`config.mk`:
```
export PLATFORM = sky130hd
export DESIGN_NAME = ast_serial_tx
export DESIGN_NICKNAME = d
export VERILOG_FILES = /design/src/pkg/ast_pkg.sv /design/src/logic/ast_pair_buf.sv /design/src/logic/ast_serial_tx.sv
export VERILOG_INCLUDE_DIRS = /design/src /design/src/pkg
export SDC_FILE = /design/constraint.sdc
export NUM_CORES = 1
export LEC_CHECK = 0
export CORE_MARGIN = 1
export CORE_UTILIZATION = 55
export DETAILED_ROUTE_END_ITERATION = 10
export DONT_BUFFER_PORTS = 1
export PLACE_DENSITY = 0.81
export SLEW_MARGIN = 20
export SYNTH_ARGS = -nofsm -noshare
export SYNTH_HDL_FRONTEND = slang
export SYNTH_HIERARCHICAL = 1
export SYNTH_SLANG_ARGS = --single-unit
```
`constraint.sdc`:
```
create_clock -name ref_clk_i -period 5.3 [get_ports ref_clk_i]
set_clock_uncertainty 0.1 [all_clocks]
set_input_delay 0.53 -clock ref_clk_i [delete_from_list [all_inputs] [get_ports ref_clk_i]]
set_output_delay 0.53 -clock ref_clk_i [all_outputs]
set_load 0.01 [all_outputs]
```
`src/pkg/ast_params.svh`:
```
// timing constants and mode-word field positions for the serial transmitter
`ifndef AST_PARAMS_SVH
`define AST_PARAMS_SVH

`define AST_CLK_PERIOD_NS 10
`define AST_MS_NS 1000000
`define AST_SHORT_UNIT_NS 400000
`define AST_BIT_UNIT_NS 1000
`define AST_BIT_OFFSET 20
`define AST_BIT_UNIT_CYC (`AST_BIT_UNIT_NS / `AST_CLK_PERIOD_NS)
`define AST_PERIOD_HI 11
`define AST_PAR7_BIT 13
`define AST_INV_BIT 14
`define AST_OPEN_BIT 15
`define AST_DEDICATED_SEL 5'h10
`define AST_FRAME_BITS 10
`define AST_BUF_WIDTH 9

`endif

```
`src/pkg/ast_pkg.sv`:
```
// types shared by the serial transmitter modules
package ast_pkg;

    typedef enum logic [2:0] {
        ST_IDLE,
        ST_WAIT,
        ST_SEND,
        ST_GAP,
        ST_DRAIN
    } ast_state_t;

    typedef logic [7:0] ast_byte_t;
    typedef logic [15:0] ast_word_t;

endpackage

```
`src/logic/ast_pair_buf.sv`:
```
// two-entry buffer with valid/ready on both sides
`timescale 1ns/10ps
module ast_pair_buf #(
    parameter int unsigned WIDTH = 9
) (
    input wire logic ref_clk_i,
    input wire logic srst_i,
    input wire logic [WIDTH-1:0] in_data_i,
    input wire logic in_valid_i,
    output logic in_ready_o,
    output logic [WIDTH-1:0] out_data_o,
    output logic out_valid_o,
    input wire logic out_ready_i
);
    logic [WIDTH-1:0] mem_q [2];
    logic wr_q;
    logic rd_q;
    logic [1:0] cnt_q;
    logic push;
    logic pop;

    assign in_ready_o = (cnt_q != 2'h2);
    assign out_valid_o = (cnt_q != 2'h0);
    assign out_data_o = mem_q[rd_q];
    assign push = in_valid_i && in_ready_o;
    assign pop = out_valid_o && out_ready_i;

    always_ff @(posedge ref_clk_i) begin
        if (push) begin
            mem_q[wr_q] <= in_data_i;
        end
    end

    always_ff @(posedge ref_clk_i) begin
        if (srst_i) begin
            wr_q <= 1'b0;
            rd_q <= 1'b0;
            cnt_q <= 2'h0;
        end else begin
            if (push) begin
                wr_q <= ~wr_q;
            end
            if (pop) begin
                rd_q <= ~rd_q;
            end
            if (push && !pop) begin
                cnt_q <= cnt_q + 2'h1;
            end else if (pop && !push) begin
                cnt_q <= cnt_q - 2'h1;
            end
        end
    end
endmodule // ast_pair_buf

```
`src/logic/ast_serial_tx.sv`:
```
// asynchronous serial transmitter with flow control, pacing and permission timeout
// Functional notes
// - selector value 16 sends on the dedicated serial output instead of a pin.
// - the chosen transmit pin is made an output before sending.
// - a flow-control pin 0..15 is an input, sampled for send permission.
// - timeout exists only when flow control is on.
// - pacing together with flow control or timeout is refused.
// - pacing inserts an idle gap of a 16-bit count of 1 ms units.
// - timeout waits up to a 16-bit count of 1 ms or 0.4 ms, then aborts.
// - a 16-bit mode word sets bit period, data/parity bits and polarity.
// - bytes of any content and order are sent within one transmission.
// - both ends must use the same bit rate.
// - mode bits 0-11 period, 13 seven-bit even parity, 14 inverted, 15 open.
// - each character has one stop bit, 8N or 7E data.
// - dedicated output always sends inverted and driven, ignoring mode bits 14 and 15.
`timescale 1ns/10ps
`include "ast_params.svh"
module ast_serial_tx #(
    parameter int unsigned MS_CYCLES = `AST_MS_NS / `AST_CLK_PERIOD_NS,
    parameter int unsigned SHORT_CYCLES = `AST_SHORT_UNIT_NS / `AST_CLK_PERIOD_NS
) (
    input wire logic ref_clk_i,
    input wire logic srst_i,
    input wire logic start_i,
    input wire logic [4:0] tx_pin_sel_i,
    input wire logic flow_en_i,
    input wire logic [3:0] flow_pin_sel_i,
    input wire ast_pkg::ast_word_t mode_word_i,
    input wire logic pace_en_i,
    input wire ast_pkg::ast_word_t pace_i,
    input wire logic timeout_en_i,
    input wire ast_pkg::ast_word_t timeout_i,
    input wire logic timeout_short_unit_i,
    input wire ast_pkg::ast_byte_t byte_data_i,
    input wire logic byte_last_i,
    input wire logic byte_valid_i,
    output logic byte_ready_o,
    input wire logic [15:0] pin_in_i,
    output logic [15:0] pin_out_o,
    output logic [15:0] pin_oe_o,
    output logic dedicated_serial_out_o,
    output logic busy_o,
    output logic done_o,
    output logic timeout_o,
    output logic cfg_error_o
);
    import ast_pkg::*;

    localparam logic [16:0] MS_LEN = 17'(MS_CYCLES);
    localparam logic [16:0] SHORT_LEN = 17'(SHORT_CYCLES);

    function automatic logic [19:0] bit_cycles(input logic [11:0] cnt);
        bit_cycles = 20'((20'(cnt) + 20'(`AST_BIT_OFFSET)) * 20'(`AST_BIT_UNIT_CYC));
    endfunction

    function automatic logic [9:0] frame_of(input ast_byte_t d, input logic par7);
        if (par7) begin
            frame_of = {1'b1, ^d[6:0], d[6:0], 1'b0};
        end else begin
            frame_of = {1'b1, d, 1'b0};
        end
    endfunction

    ast_state_t state_q, state_d;
    logic [3:0] pin_q, fpin_q, bit_idx_q;
    logic pin_act_q, dedicated_q, flow_q, pace_en_q, to_en_q, short_q, inv_q, open_q, par7_q, last_q;
    ast_word_t pace_q, to_q, cnt_q;
    logic [19:0] period_q, baud_q;
    logic [15:0] meta_q, sync_q, pout_d, poe_d;
    logic [9:0] shift_q;
    logic [16:0] unit_q, unit_len;
    logic bit_end, grant, cfg_bad, load, pop, abort, fin, err, line, phys;
    logic [8:0] buf_data;
    logic buf_valid;

    ast_pair_buf #(.WIDTH(`AST_BUF_WIDTH)) u_buf (
        .ref_clk_i(ref_clk_i),
        .srst_i(srst_i),
        .in_data_i({byte_last_i, byte_data_i}),
        .in_valid_i(byte_valid_i),
        .in_ready_o(byte_ready_o),
        .out_data_o(buf_data),
        .out_valid_o(buf_valid),
        .out_ready_i(pop)
    );

    assign cfg_bad = (pace_en_i && (flow_en_i || timeout_en_i))
        || (tx_pin_sel_i > `AST_DEDICATED_SEL);
    assign grant = sync_q[fpin_q] ^ inv_q;
    assign bit_end = (baud_q == period_q - 20'h1);
    assign unit_len = (state_q == ST_WAIT && short_q) ? SHORT_LEN : MS_LEN;

    always_comb begin
        state_d = state_q;
        load = 1'b0;
        pop = 1'b0;
        abort = 1'b0;
        fin = 1'b0;
        err = 1'b0;
        unique case (state_q)
            ST_IDLE: begin
                if (start_i) begin
                    if (cfg_bad) begin
                        err = 1'b1;
                        state_d = ST_DRAIN;
                    end else begin
                        state_d = ST_WAIT;
                    end
                end
            end
            ST_WAIT: begin
                if (buf_valid && (!flow_q || grant)) begin
                    load = 1'b1;
                    pop = 1'b1;
                    state_d = ST_SEND;
                end else if (flow_q && to_en_q && cnt_q >= to_q) begin
                    abort = 1'b1;
                    state_d = ST_DRAIN;
                end
            end
            ST_SEND: begin
                if (bit_end && bit_idx_q == 4'(`AST_FRAME_BITS - 1)) begin
                    if (last_q) begin
                        fin = 1'b1;
                        state_d = ST_IDLE;
                    end else begin
                        state_d = pace_en_q ? ST_GAP : ST_WAIT;
                    end
                end
            end
            ST_GAP: begin
                if (cnt_q >= pace_q) begin
                    state_d = ST_WAIT;
                end
            end
            ST_DRAIN: begin
                pop = buf_valid;
                if (buf_valid && buf_data[8]) begin
                    state_d = ST_IDLE;
                end
            end
        endcase
    end

    always_ff @(posedge ref_clk_i) begin
        if (srst_i) begin
            state_q <= ST_IDLE;
        end else begin
            state_q <= state_d;
        end
    end

    // configuration latched when a transmission is accepted
    always_ff @(posedge ref_clk_i) begin
        if (srst_i) begin
            pin_q <= 4'h0;
            pin_act_q <= 1'b0;
            dedicated_q <= 1'b0;
            flow_q <= 1'b0;
            fpin_q <= 4'h0;
            pace_en_q <= 1'b0;
            pace_q <= 16'h0000;
            to_en_q <= 1'b0;
            to_q <= 16'h0000;
            short_q <= 1'b0;
            inv_q <= 1'b1;
            open_q <= 1'b0;
            par7_q <= 1'b0;
            period_q <= bit_cycles(12'h000);
        end else if (state_q == ST_IDLE && start_i && !cfg_bad) begin
            dedicated_q <= (tx_pin_sel_i == `AST_DEDICATED_SEL);
            pin_q <= tx_pin_sel_i[3:0];
            pin_act_q <= pin_act_q || (tx_pin_sel_i != `AST_DEDICATED_SEL);
            flow_q <= flow_en_i;
            fpin_q <= flow_pin_sel_i;
            pace_en_q <= pace_en_i;
            pace_q <= pace_i;
            to_en_q <= timeout_en_i && flow_en_i;
            to_q <= timeout_i;
            short_q <= timeout_short_unit_i;
            if (tx_pin_sel_i == `AST_DEDICATED_SEL) begin
                inv_q <= 1'b1;
                open_q <= 1'b0;
            end else begin
                inv_q <= mode_word_i[`AST_INV_BIT];
                open_q <= mode_word_i[`AST_OPEN_BIT];
            end
            par7_q <= mode_word_i[`AST_PAR7_BIT];
            period_q <= bit_cycles(mode_word_i[`AST_PERIOD_HI:0]);
        end
    end

    always_ff @(posedge ref_clk_i) begin
        if (srst_i) begin
            meta_q <= 16'h0000;
            sync_q <= 16'h0000;
        end else begin
            meta_q <= pin_in_i;
            sync_q <= meta_q;
        end
    end

    // character shifter, one bit period per frame bit
    always_ff @(posedge ref_clk_i) begin
        if (srst_i) begin
            shift_q <= 10'h3FF;
            bit_idx_q <= 4'h0;
            baud_q <= 20'h00000;
            last_q <= 1'b0;
        end else if (load) begin
            shift_q <= frame_of(buf_data[7:0], par7_q);
            bit_idx_q <= 4'h0;
            baud_q <= 20'h00000;
            last_q <= buf_data[8];
        end else if (state_q == ST_SEND) begin
            if (bit_end) begin
                baud_q <= 20'h00000;
                shift_q <= {1'b1, shift_q[9:1]};
                bit_idx_q <= bit_idx_q + 4'h1;
            end else begin
                baud_q <= baud_q + 20'h00001;
            end
        end
    end

    // millisecond or short-unit tick count for gap and timeout
    always_ff @(posedge ref_clk_i) begin
        if (srst_i || state_d != state_q) begin
            unit_q <= 17'h00000;
            cnt_q <= 16'h0000;
        end else if (unit_q == unit_len - 17'h00001) begin
            unit_q <= 17'h00000;
            if (cnt_q != 16'hFFFF) begin
                cnt_q <= cnt_q + 16'h0001;
            end
        end else begin
            unit_q <= unit_q + 17'h00001;
        end
    end

    assign line = (state_q == ST_SEND) ? shift_q[0] : 1'b1;
    assign phys = line ^ inv_q;

    always_comb begin
        pout_d = 16'h0000;
        poe_d = 16'h0000;
        if (pin_act_q && !dedicated_q) begin
            pout_d[pin_q] = phys;
            poe_d[pin_q] = !open_q || line;
        end
    end

    always_ff @(posedge ref_clk_i) begin
        if (srst_i) begin
            pin_out_o <= 16'h0000;
            pin_oe_o <= 16'h0000;
            dedicated_serial_out_o <= 1'b0;
        end else begin
            pin_out_o <= pout_d;
            pin_oe_o <= poe_d;
            dedicated_serial_out_o <= dedicated_q ? phys : 1'b0;
        end
    end

    always_ff @(posedge ref_clk_i) begin
        if (srst_i) begin
            busy_o <= 1'b0;
            done_o <= 1'b0;
            timeout_o <= 1'b0;
            cfg_error_o <= 1'b0;
        end else begin
            busy_o <= (state_d != ST_IDLE);
            done_o <= fin;
            timeout_o <= abort;
            cfg_error_o <= err;
        end
    end
endmodule // ast_serial_tx

```
==> impl_metrics.csv, run 1 <==
group,metric,value,unit
detailed_routing,drt_iter0_drc,440,
setup_path,critPathRequiredTime,5.63,ns
place,portBuffers,0,
floorplan,fp.dieW,147.6,um
setup_path,reg2regPathDepth,10,
cells_and_area,layout-drive-gt1-share,7.485,%
cts,ctsResizeCount,0,
floorplan,die_h,147.6,um
cts,cts_tree,"done",
global_route,antenna_found_initial,0,
power_and_ir_drop,power_frac_comb,18.8,%
sta,timing.final.crit_share,76.33,%
logic_synthesis,synth.avg_cell_area,9.016,um2
cells_and_area,final_nets,1460,
floorplan,num_rows,52,
setup_path,cp.arrival,4.37,ns
detailed_routing,vias,8915,
sta,layout_min_cycle_time,4.045,ns
power_and_ir_drop,ir_drop,0.2221,mV
cts,cts_buffers,24,
hold_path,hold_path.class,"input port to flop",
cts,ctsRootBufferMaster,"clkbuf_16",
cts,clock_latency,0.51,ns
sta,final-max-slew-violation-count,0,
sta,rsz0062_at_grt,"no",
detailed_routing,wirelength,25010,um
logic_synthesis,syn_inst,1294,
power_and_ir_drop,sw_frac_of_total,27.40,%
setup_path,crit_path_end_kind,"flop",
detailed_routing,drc,0,
cells_and_area,fin_util,62.30,%
place,dp_slack,0.7573,ns
power_and_ir_drop,power_density,348.5,mW/mm2
power_and_ir_drop,p_int,3231,uW
cells_and_area,syn2layout_area_growth,9.438,%
floorplan,start_util,56.92,%
logic_synthesis,synth.net_count,1476,
sta,worst_pin_slew,0.9971,ns
global_route,grt_pass1_vias,8706,
detailed_routing,vias_per_cell,5.693,
outcome,status,"finished clean",
cts,cts_hold_buf,2,
logic_synthesis,ys_ff_latch,229,
global_route,track_usage,22.84,%
logic_synthesis,synth_edf_count,18,
setup_path,startpoint_type,"input port",
cts,cts.path.max_buffers,3,
logic_synthesis,ys_types,74,
setup_path,path_class,"input port to flop",
logic_synthesis,synth-main-ff-cell,"dfxtp_1",
global_route,grt_pass1_wl,41000,um
sta,maxSlewHeadroom,33.52,%
logic_synthesis,async_flop_share,0,%
cts,cts_setup_buffers,0,
hold_path,whs_path_depth,0,
floorplan,coreArea,0.02049,mm2
cts,clock-sinks,229,
sta,holdWs,0.01543,ns
power_and_ir_drop,share_seq_of_total_power,42.8,%
floorplan,dieArea,0.02180,mm2
power_and_ir_drop,pwr-share-clk,38.4,%
sta,setup_viol,0,
sta,setup_ws,1.255,ns
cells_and_area,fillCellCount,1675,
setup_path,crit_path_max_fanout,5,
flow_run,max_cap_viol_count,0,
power_and_ir_drop,power_switching,1219,uW
global_route,globalRouteOverflowTotal,0,
sta,fin_setup_tns,0,ns
detailed_routing,post_drt_wl_per_cell,15.97,um
floorplan,ioPinCount,128,
logic_synthesis,ys_seq_area_share,40.84,%
place,hpwl,17790,um
global_route,grt_max_degree,91,
sta,hold_viol,0,
sta,fmax,247.2,MHz
detailed_routing,antenna_left,0,
cells_and_area,num_antenna_cells,0,
logic_synthesis,synth_area,0.01167,mm2
place,place_congestion,0.8802,
detailed_routing,drtPass1Iterations,4,
cts,clkTransAtPathRegs,0.06,ns
cts,h-tree-depth,1,
power_and_ir_drop,p_leak,0.004787,uW
logic_synthesis,yosys_warnings,6,
==> metal layers <==
metal / share of wire, % / GRT usage (%)
met1: 41 / 26.62
met3: 4.6 / 3.981
met5: 0 / 0
met4: 2.7 / 7.320
met2: 51 / 42.19
==> critical path, cell delays in order <==
cell      delay (ns)
a21oi_1         0.31
nor2_1          0.11
xor2_1          0.34
ha_1            0.31
ha_1            0.28
inv_1           0.06
fa_1            0.54
inv_1           0.04
ha_1            0.37
nand3_1         0.10
nor4_1          0.38
nor2_1          0.10
a211oi_1        0.37
a31oi_1         0.17
xnor2_1         0.15
a211oi_1        0.21
==> layout make-up <==
class                      count  area (um2)  area share, %
inverter                      72       270.3          2.117
timing repair buffer          16       175.2          1.372
clock buffer                  32       671.9          5.263
clock inverter                12       143.9          1.127
tap                          270       337.8          2.646
multi-input combinational    935        6404          50.16
sequential                   229        4765          37.32
==> cell families (layout without fill, tap and decap cells) <==
| group | Yosys count | after routing | synth area share, % |
|---|---|---|---|
| AOI/OAI and AO/OA | 177 | 177 | 9.867 |
| xor gates and xnor gates | 101 | 101 | 7.647 |
| adders and majority gates | 92 | 92 | 10.38 |
| buffers and inverters | 130 | 132 | 4.462 |
| DFF | 229 | 229 | 40.84 |
| muxes | 22 | 22 | 2.413 |
| and+or+nand+nor | 543 | 543 | 24.39 |
==> stage by stage <==
step / total power [uW] / cell area (um2) / cells
after floorplan: 2608 / 11670 / 1294
after global placement: 2714 / 11810 / 1511
after detailed placement: 2746 / 11810 / 1511
after CTS: 4461 / 12660 / 1557
after global routing: 4684 / 12770 / 1566
final: 4450 / 12770 / 1566
==> power groups by stage <==
stage | Combinational (uW) | Clock, uW | Sequential, uW
floorplan | 700 | 0 | 1910
global placement | 778 | 0 | 1940
detailed placement | 805 | 0 | 1940
CTS | 822 | 1740 | 1900
global route | 948 | 1820 | 1910
finish | 837 | 1710 | 1900
==> cells in the mapped netlist (5+ instances only) <==
library cell | instances | area (um2)
a211o_1 | 6 | 52.55
a211oi_1 | 9 | 67.56
a21o_1 | 7 | 52.55
a21oi_1 | 78 | 390.4
a221oi_1 | 7 | 61.31
and2_1 | 8 | 50.05
and3_1 | 11 | 68.82
and4_1 | 7 | 61.31
buf_2 | 14 | 70.07
clkbuf_1 | 40 | 150.1
dfxtp_1 | 211 | 4224
edfxtp_1 | 18 | 540.5
fa_1 | 8 | 160.2
ha_1 | 84 | 1051
inv_1 | 72 | 270.3
mux2_2 | 9 | 101.4
mux2i_1 | 9 | 90.09
nand2_1 | 165 | 619.3
nand2b_1 | 6 | 37.54
nand3_1 | 40 | 200.2
nand3b_1 | 8 | 60.06
nand4_1 | 24 | 150.1
nor2_1 | 111 | 416.7
nor2b_1 | 45 | 281.5
nor3_1 | 38 | 190.2
nor3b_1 | 6 | 45.04
nor4_1 | 9 | 56.30
nor4_2 | 20 | 250.2
nor4b_1 | 5 | 43.79
o211ai_1 | 5 | 37.54
o21a_1 | 7 | 52.55
o21ai_0 | 17 | 85.08
or2_2 | 6 | 37.54
or3_1 | 17 | 106.4
xnor2_1 | 50 | 437.9
xor2_1 | 50 | 437.9
==> state kept, by name, indices dropped and copies added (netlist names), 2 cells and up, named ones only <==
signal,flops
baud_q,20
bit_idx_q,4
cnt_q,16
fpin_q,4
meta_q,16
pace_q,16
period_q,18
pin_oe_o,16
pin_out_o,16
pin_q,4
shift_q,9
state_q,3
sync_q,16
to_q,16
u_buf/cnt_q,2
u_buf/mem_q,18
unit_q,17
==> final timing paths <==
check                               startpoint           endpoint  slack, ns
worst max-delay path            mode_word_i[3]       period_q[19]       1.25
worst min register to register       meta_q[2]          sync_q[2]       0.34
worst min-delay path            byte_data_i[6]  u_buf/mem_q[0][6]       0.02
worst max register to register     period_q[2]         baud_q[18]       1.39
==> cells in the final DEF (no fill, tap or decap), types with 7 or more instances in the layout <==
master         netlist  final
dfxtp_1            211    211
nand2_1            165    165
nor2_1             111    110
ha_1                84     84
a21oi_1             78     78
inv_1               72     72
xnor2_1             50     50
xor2_1              50     50
nor2b_1             45     45
nand3_1             40     40
nor3_1              38     38
clkbuf_16            0     25
nand4_1             24     24
nor4_2              20     20
edfxtp_1            18     18
o21ai_0             17     17
or3_1               17     17
and3_1              11     11
mux2i_1              9      9
nor4_1               9      9
a211oi_1             9      9
dlygate4sd3_1        0      9
mux2_2               9      9
nand3b_1             8      8
and2_1               8      8
fa_1                 8      8
o21a_1               7      7
and4_1               7      7
a21o_1               7      7
a221oi_1             7      7
Power figures use the tool's default switching activity.
==> inputs of run 2 (changes only) <==
Settings changed: ABC_AREA from default to 1, PLACE_DENSITY 0.81 to 0.84.
Clock period 5.3 ns to 3.37 ns, I/O delays scaled along.
==> impl_metrics.csv, run 2 <==
group,metric,value,unit
logic_synthesis,synth_top_area_share,35.12,%
sta,final-max-slew-violation-count,0,
cells_and_area,layout.cells.non_filler,1966,
logic_synthesis,yosys-top-cells-count,"inv_1, nand2_1, dfxtp_1, nor2_1, a21oi_1",
setup_path,crit_start,"mode_word_i[2]",
detailed_routing,antenna_left,0,
cts,clock_latency,0.52,ns
global_route,grt_max_degree,74,
cts,clock-sinks,229,
detailed_routing,vias_per_cell,5.400,
detailed_routing,drtPass1Iterations,6,
setup_path,critPathRequiredTime,3.68,ns
cells_and_area,top_regs,"baud_q: 20 flops, period_q: 18 flops, u_buf/mem_q: 18 flops",
logic_synthesis,synth.avg_cell_area,7.711,um2
cts,cts.path.max_buffers,3,
setup_path,startpoint_type,"input port",
logic_synthesis,synth_edf_count,18,
cts,cts_tree,"done",
sta,maxSlewHeadroom,28.85,%
cts,h-tree-depth,1,
outcome,violations,"setup timing",
cts,ctsRootBufferMaster,"clkbuf_16",
sta,worst_pin_slew,1.063,ns
place,hpwl,19170,um
logic_synthesis,ys_seq_area_share,39.61,%
place,postPlaceCellArea,0.01260,mm2
cells_and_area,syn2layout_area_growth,19.60,%
cells_and_area,final_common_cell,"inv_1",
sta,hold_viol,0,
detailed_routing,drt_iter0_drc,816,
detailed_routing,drc,0,
floorplan,ioPinCount,128,
logic_synthesis,synth.net_count,1742,
sta,setup_viol,1,
place,portBuffers,0,
setup_path,path_class,"input port to flop",
global_route,grt_pass1_wl,48110,um
hold_path,hp-start,"srst_i",
power_and_ir_drop,p_leak,0.006412,uW
global_route,grt_pass1_vias,10390,
logic_synthesis,async_flop_share,0,%
setup_path,r2r-start,"cnt_q[11]",
cells_and_area,fin_area,0.01439,mm2
cells_and_area,largest_reg_flops,20,
floorplan,die_h,149.9,um
flow_run,max_cap_viol_count,0,
global_route,antenna_found_initial,2,
floorplan,dieArea,0.02247,mm2
cts,clkTransAtPathRegs,0.07,ns
detailed_routing,post_drt_wl_per_cell,15.44,um
floorplan,fp.dieW,149.9,um
logic_synthesis,syn_inst,1560,
cells_and_area,layout-drive-gt1-share,11.19,%
sta,fin_setup_tns,-0.06148,ns
setup_path,crit_path_end_kind,"flop",
sta,setup_ws,-0.06148,ns
logic_synthesis,yosys_warnings,6,
logic_synthesis,yosys-top-cells-area,"dfxtp_1, ha_1, inv_1, nand2_1, nor2_1",
hold_path,hold_path.class,"input port to flop",
place,place_inst,1840,
cells_and_area,layout_common_cells,"inv_1, nand2_1, dfxtp_1",
logic_synthesis,synth_top_area_cell,"dfxtp_1",
floorplan,num_rows,53,
cells_and_area,regMostFlops,"baud_q",
place,place_congestion,0.8932,
outcome,status,"finished, violations left",
detailed_routing,wirelength,30360,um
floorplan,coreArea,0.02122,mm2
detailed_routing,vias,10620,
sta,layout_min_cycle_time,3.431,ns
logic_synthesis,synth-main-ff-cell,"dfxtp_1",
power_and_ir_drop,ir_drop,0.4798,mV
setup_path,crit_path_max_fanout,5,
logic_synthesis,ys_types,53,
cells_and_area,final_nets,1854,
global_route,globalRouteOverflowTotal,0,
logic_synthesis,synth_most_common_cell,"inv_1",
place,dp_slack,-0.5403,ns
setup_path,cp.arrival,3.74,ns
logic_synthesis,synth_area,0.01203,mm2
power_and_ir_drop,power_density,590.3,mW/mm2
logic_synthesis,ys_ff_latch,229,
floorplan,start_util,56.69,%
global_route,track_usage,26.63,%
sta,timing.final.crit_share,101.8,%
sta,fmax,291.4,MHz
cts,cts_buffers,24,
run 2: changes by cell type after synthesis, moves of 17 or more:
cell     delta
inv_1     +184
nor2_1     +84
o21ai_0    +75
nand2_1    +62
nor2b_1    -45
nand3_1    +36
xnor2_1    -35
a21oi_1    +21
nor4_2     -20
or3_1      -17
run 2: path summary, 6_finish.rpt:
path / to / slack (ns) / depth (start not counted)
max: period_q[18] / -0.06 / 23
min: sync_q[11] / 0.04 / 2
max reg2reg: unit_q[0] / 0.29 / 15
min reg2reg: sync_q[9] / 0.30 / 2
run 2: stage by stage:
step	total power [uW]	hold slack, ns	util [%]
5_1_grt	8914	0.04980	67.79
4_1_cts	8314	0.03137	67.19
3_3_place_gp	5294	0.2915	59.36
2_1_floorplan	4812	0.2883	-
6_report	8492	0.03908	67.79
3_5_place_dp	5371	0.2929	59.36
run 2: logic make-up (layout without fill, tap and decap cells):
logic type	Yosys count	after routing	share of synthesized area [%]
AND/OR/NAND/NOR	627	627	24.20
multiplexers	10	10	0.9258
XOR/XNOR	71	71	5.232
flip-flops	229	229	39.61
buffers and inverters	304	433	9.798
adder cells (fa/ha/maj)	92	92	10.07
AO/OA/AOI/OAI	227	227	10.16
other	0	2	0
run 2: worst max-delay path: stages:
cell and delay (ns):
ha_4 0.15, nor2_4 0.11, nor2_4 0.06, xnor2_2 0.16, inv_1 0.12, ha_1 0.30, ha_1 0.31, inv_1 0.07
fa_1 0.50, inv_2 0.05, ha_4 0.26, inv_1 0.06, nor3_2 0.19, a21oi_2 0.08, nor2_1 0.11, nor2_1 0.06
o21bai_1 0.22, a21oi_1 0.13, nor2_1 0.11, nor2_1 0.06, xnor2_1 0.12, o21ai_1 0.13, inv_1 0.05
run 2: area by class of cell:
cell class	instances	area, um2
Multi-Input combinational cell	1027	6260
Tap cell	275	344.1
Sequential cell	229	4765
Antenna cell	2	5.005
Fill cell	1539	6834
Clock inverter	13	178.9
Timing Repair Buffer	124	1149
Inverter	266	999.7
Clock buffer	30	685.7
run 2: repair_timing:
item / in CTS / in global routing
hold endpoints to repair: 121 / 0
endpoints found under the setup margin: 1 / 5
pin swaps: 1 / 17
gates resized for setup: 1 / 19
setup buffers: 0 / 3
hold buffers: 78 / 0
gates cloned: 0 / 0
run 2: power breakdown:
part           switching (uW)  internal [uW]
Sequential                158           2980
Combinational            1480           1000
Clock                    1130           1750
run 2: per-layer routing:
metal  GRT usage [%]  routed length, um
met1           30.30              12090
met2           47.75              14900
met3           5.305               2175
met4           12.12               1200
met5               0                  0
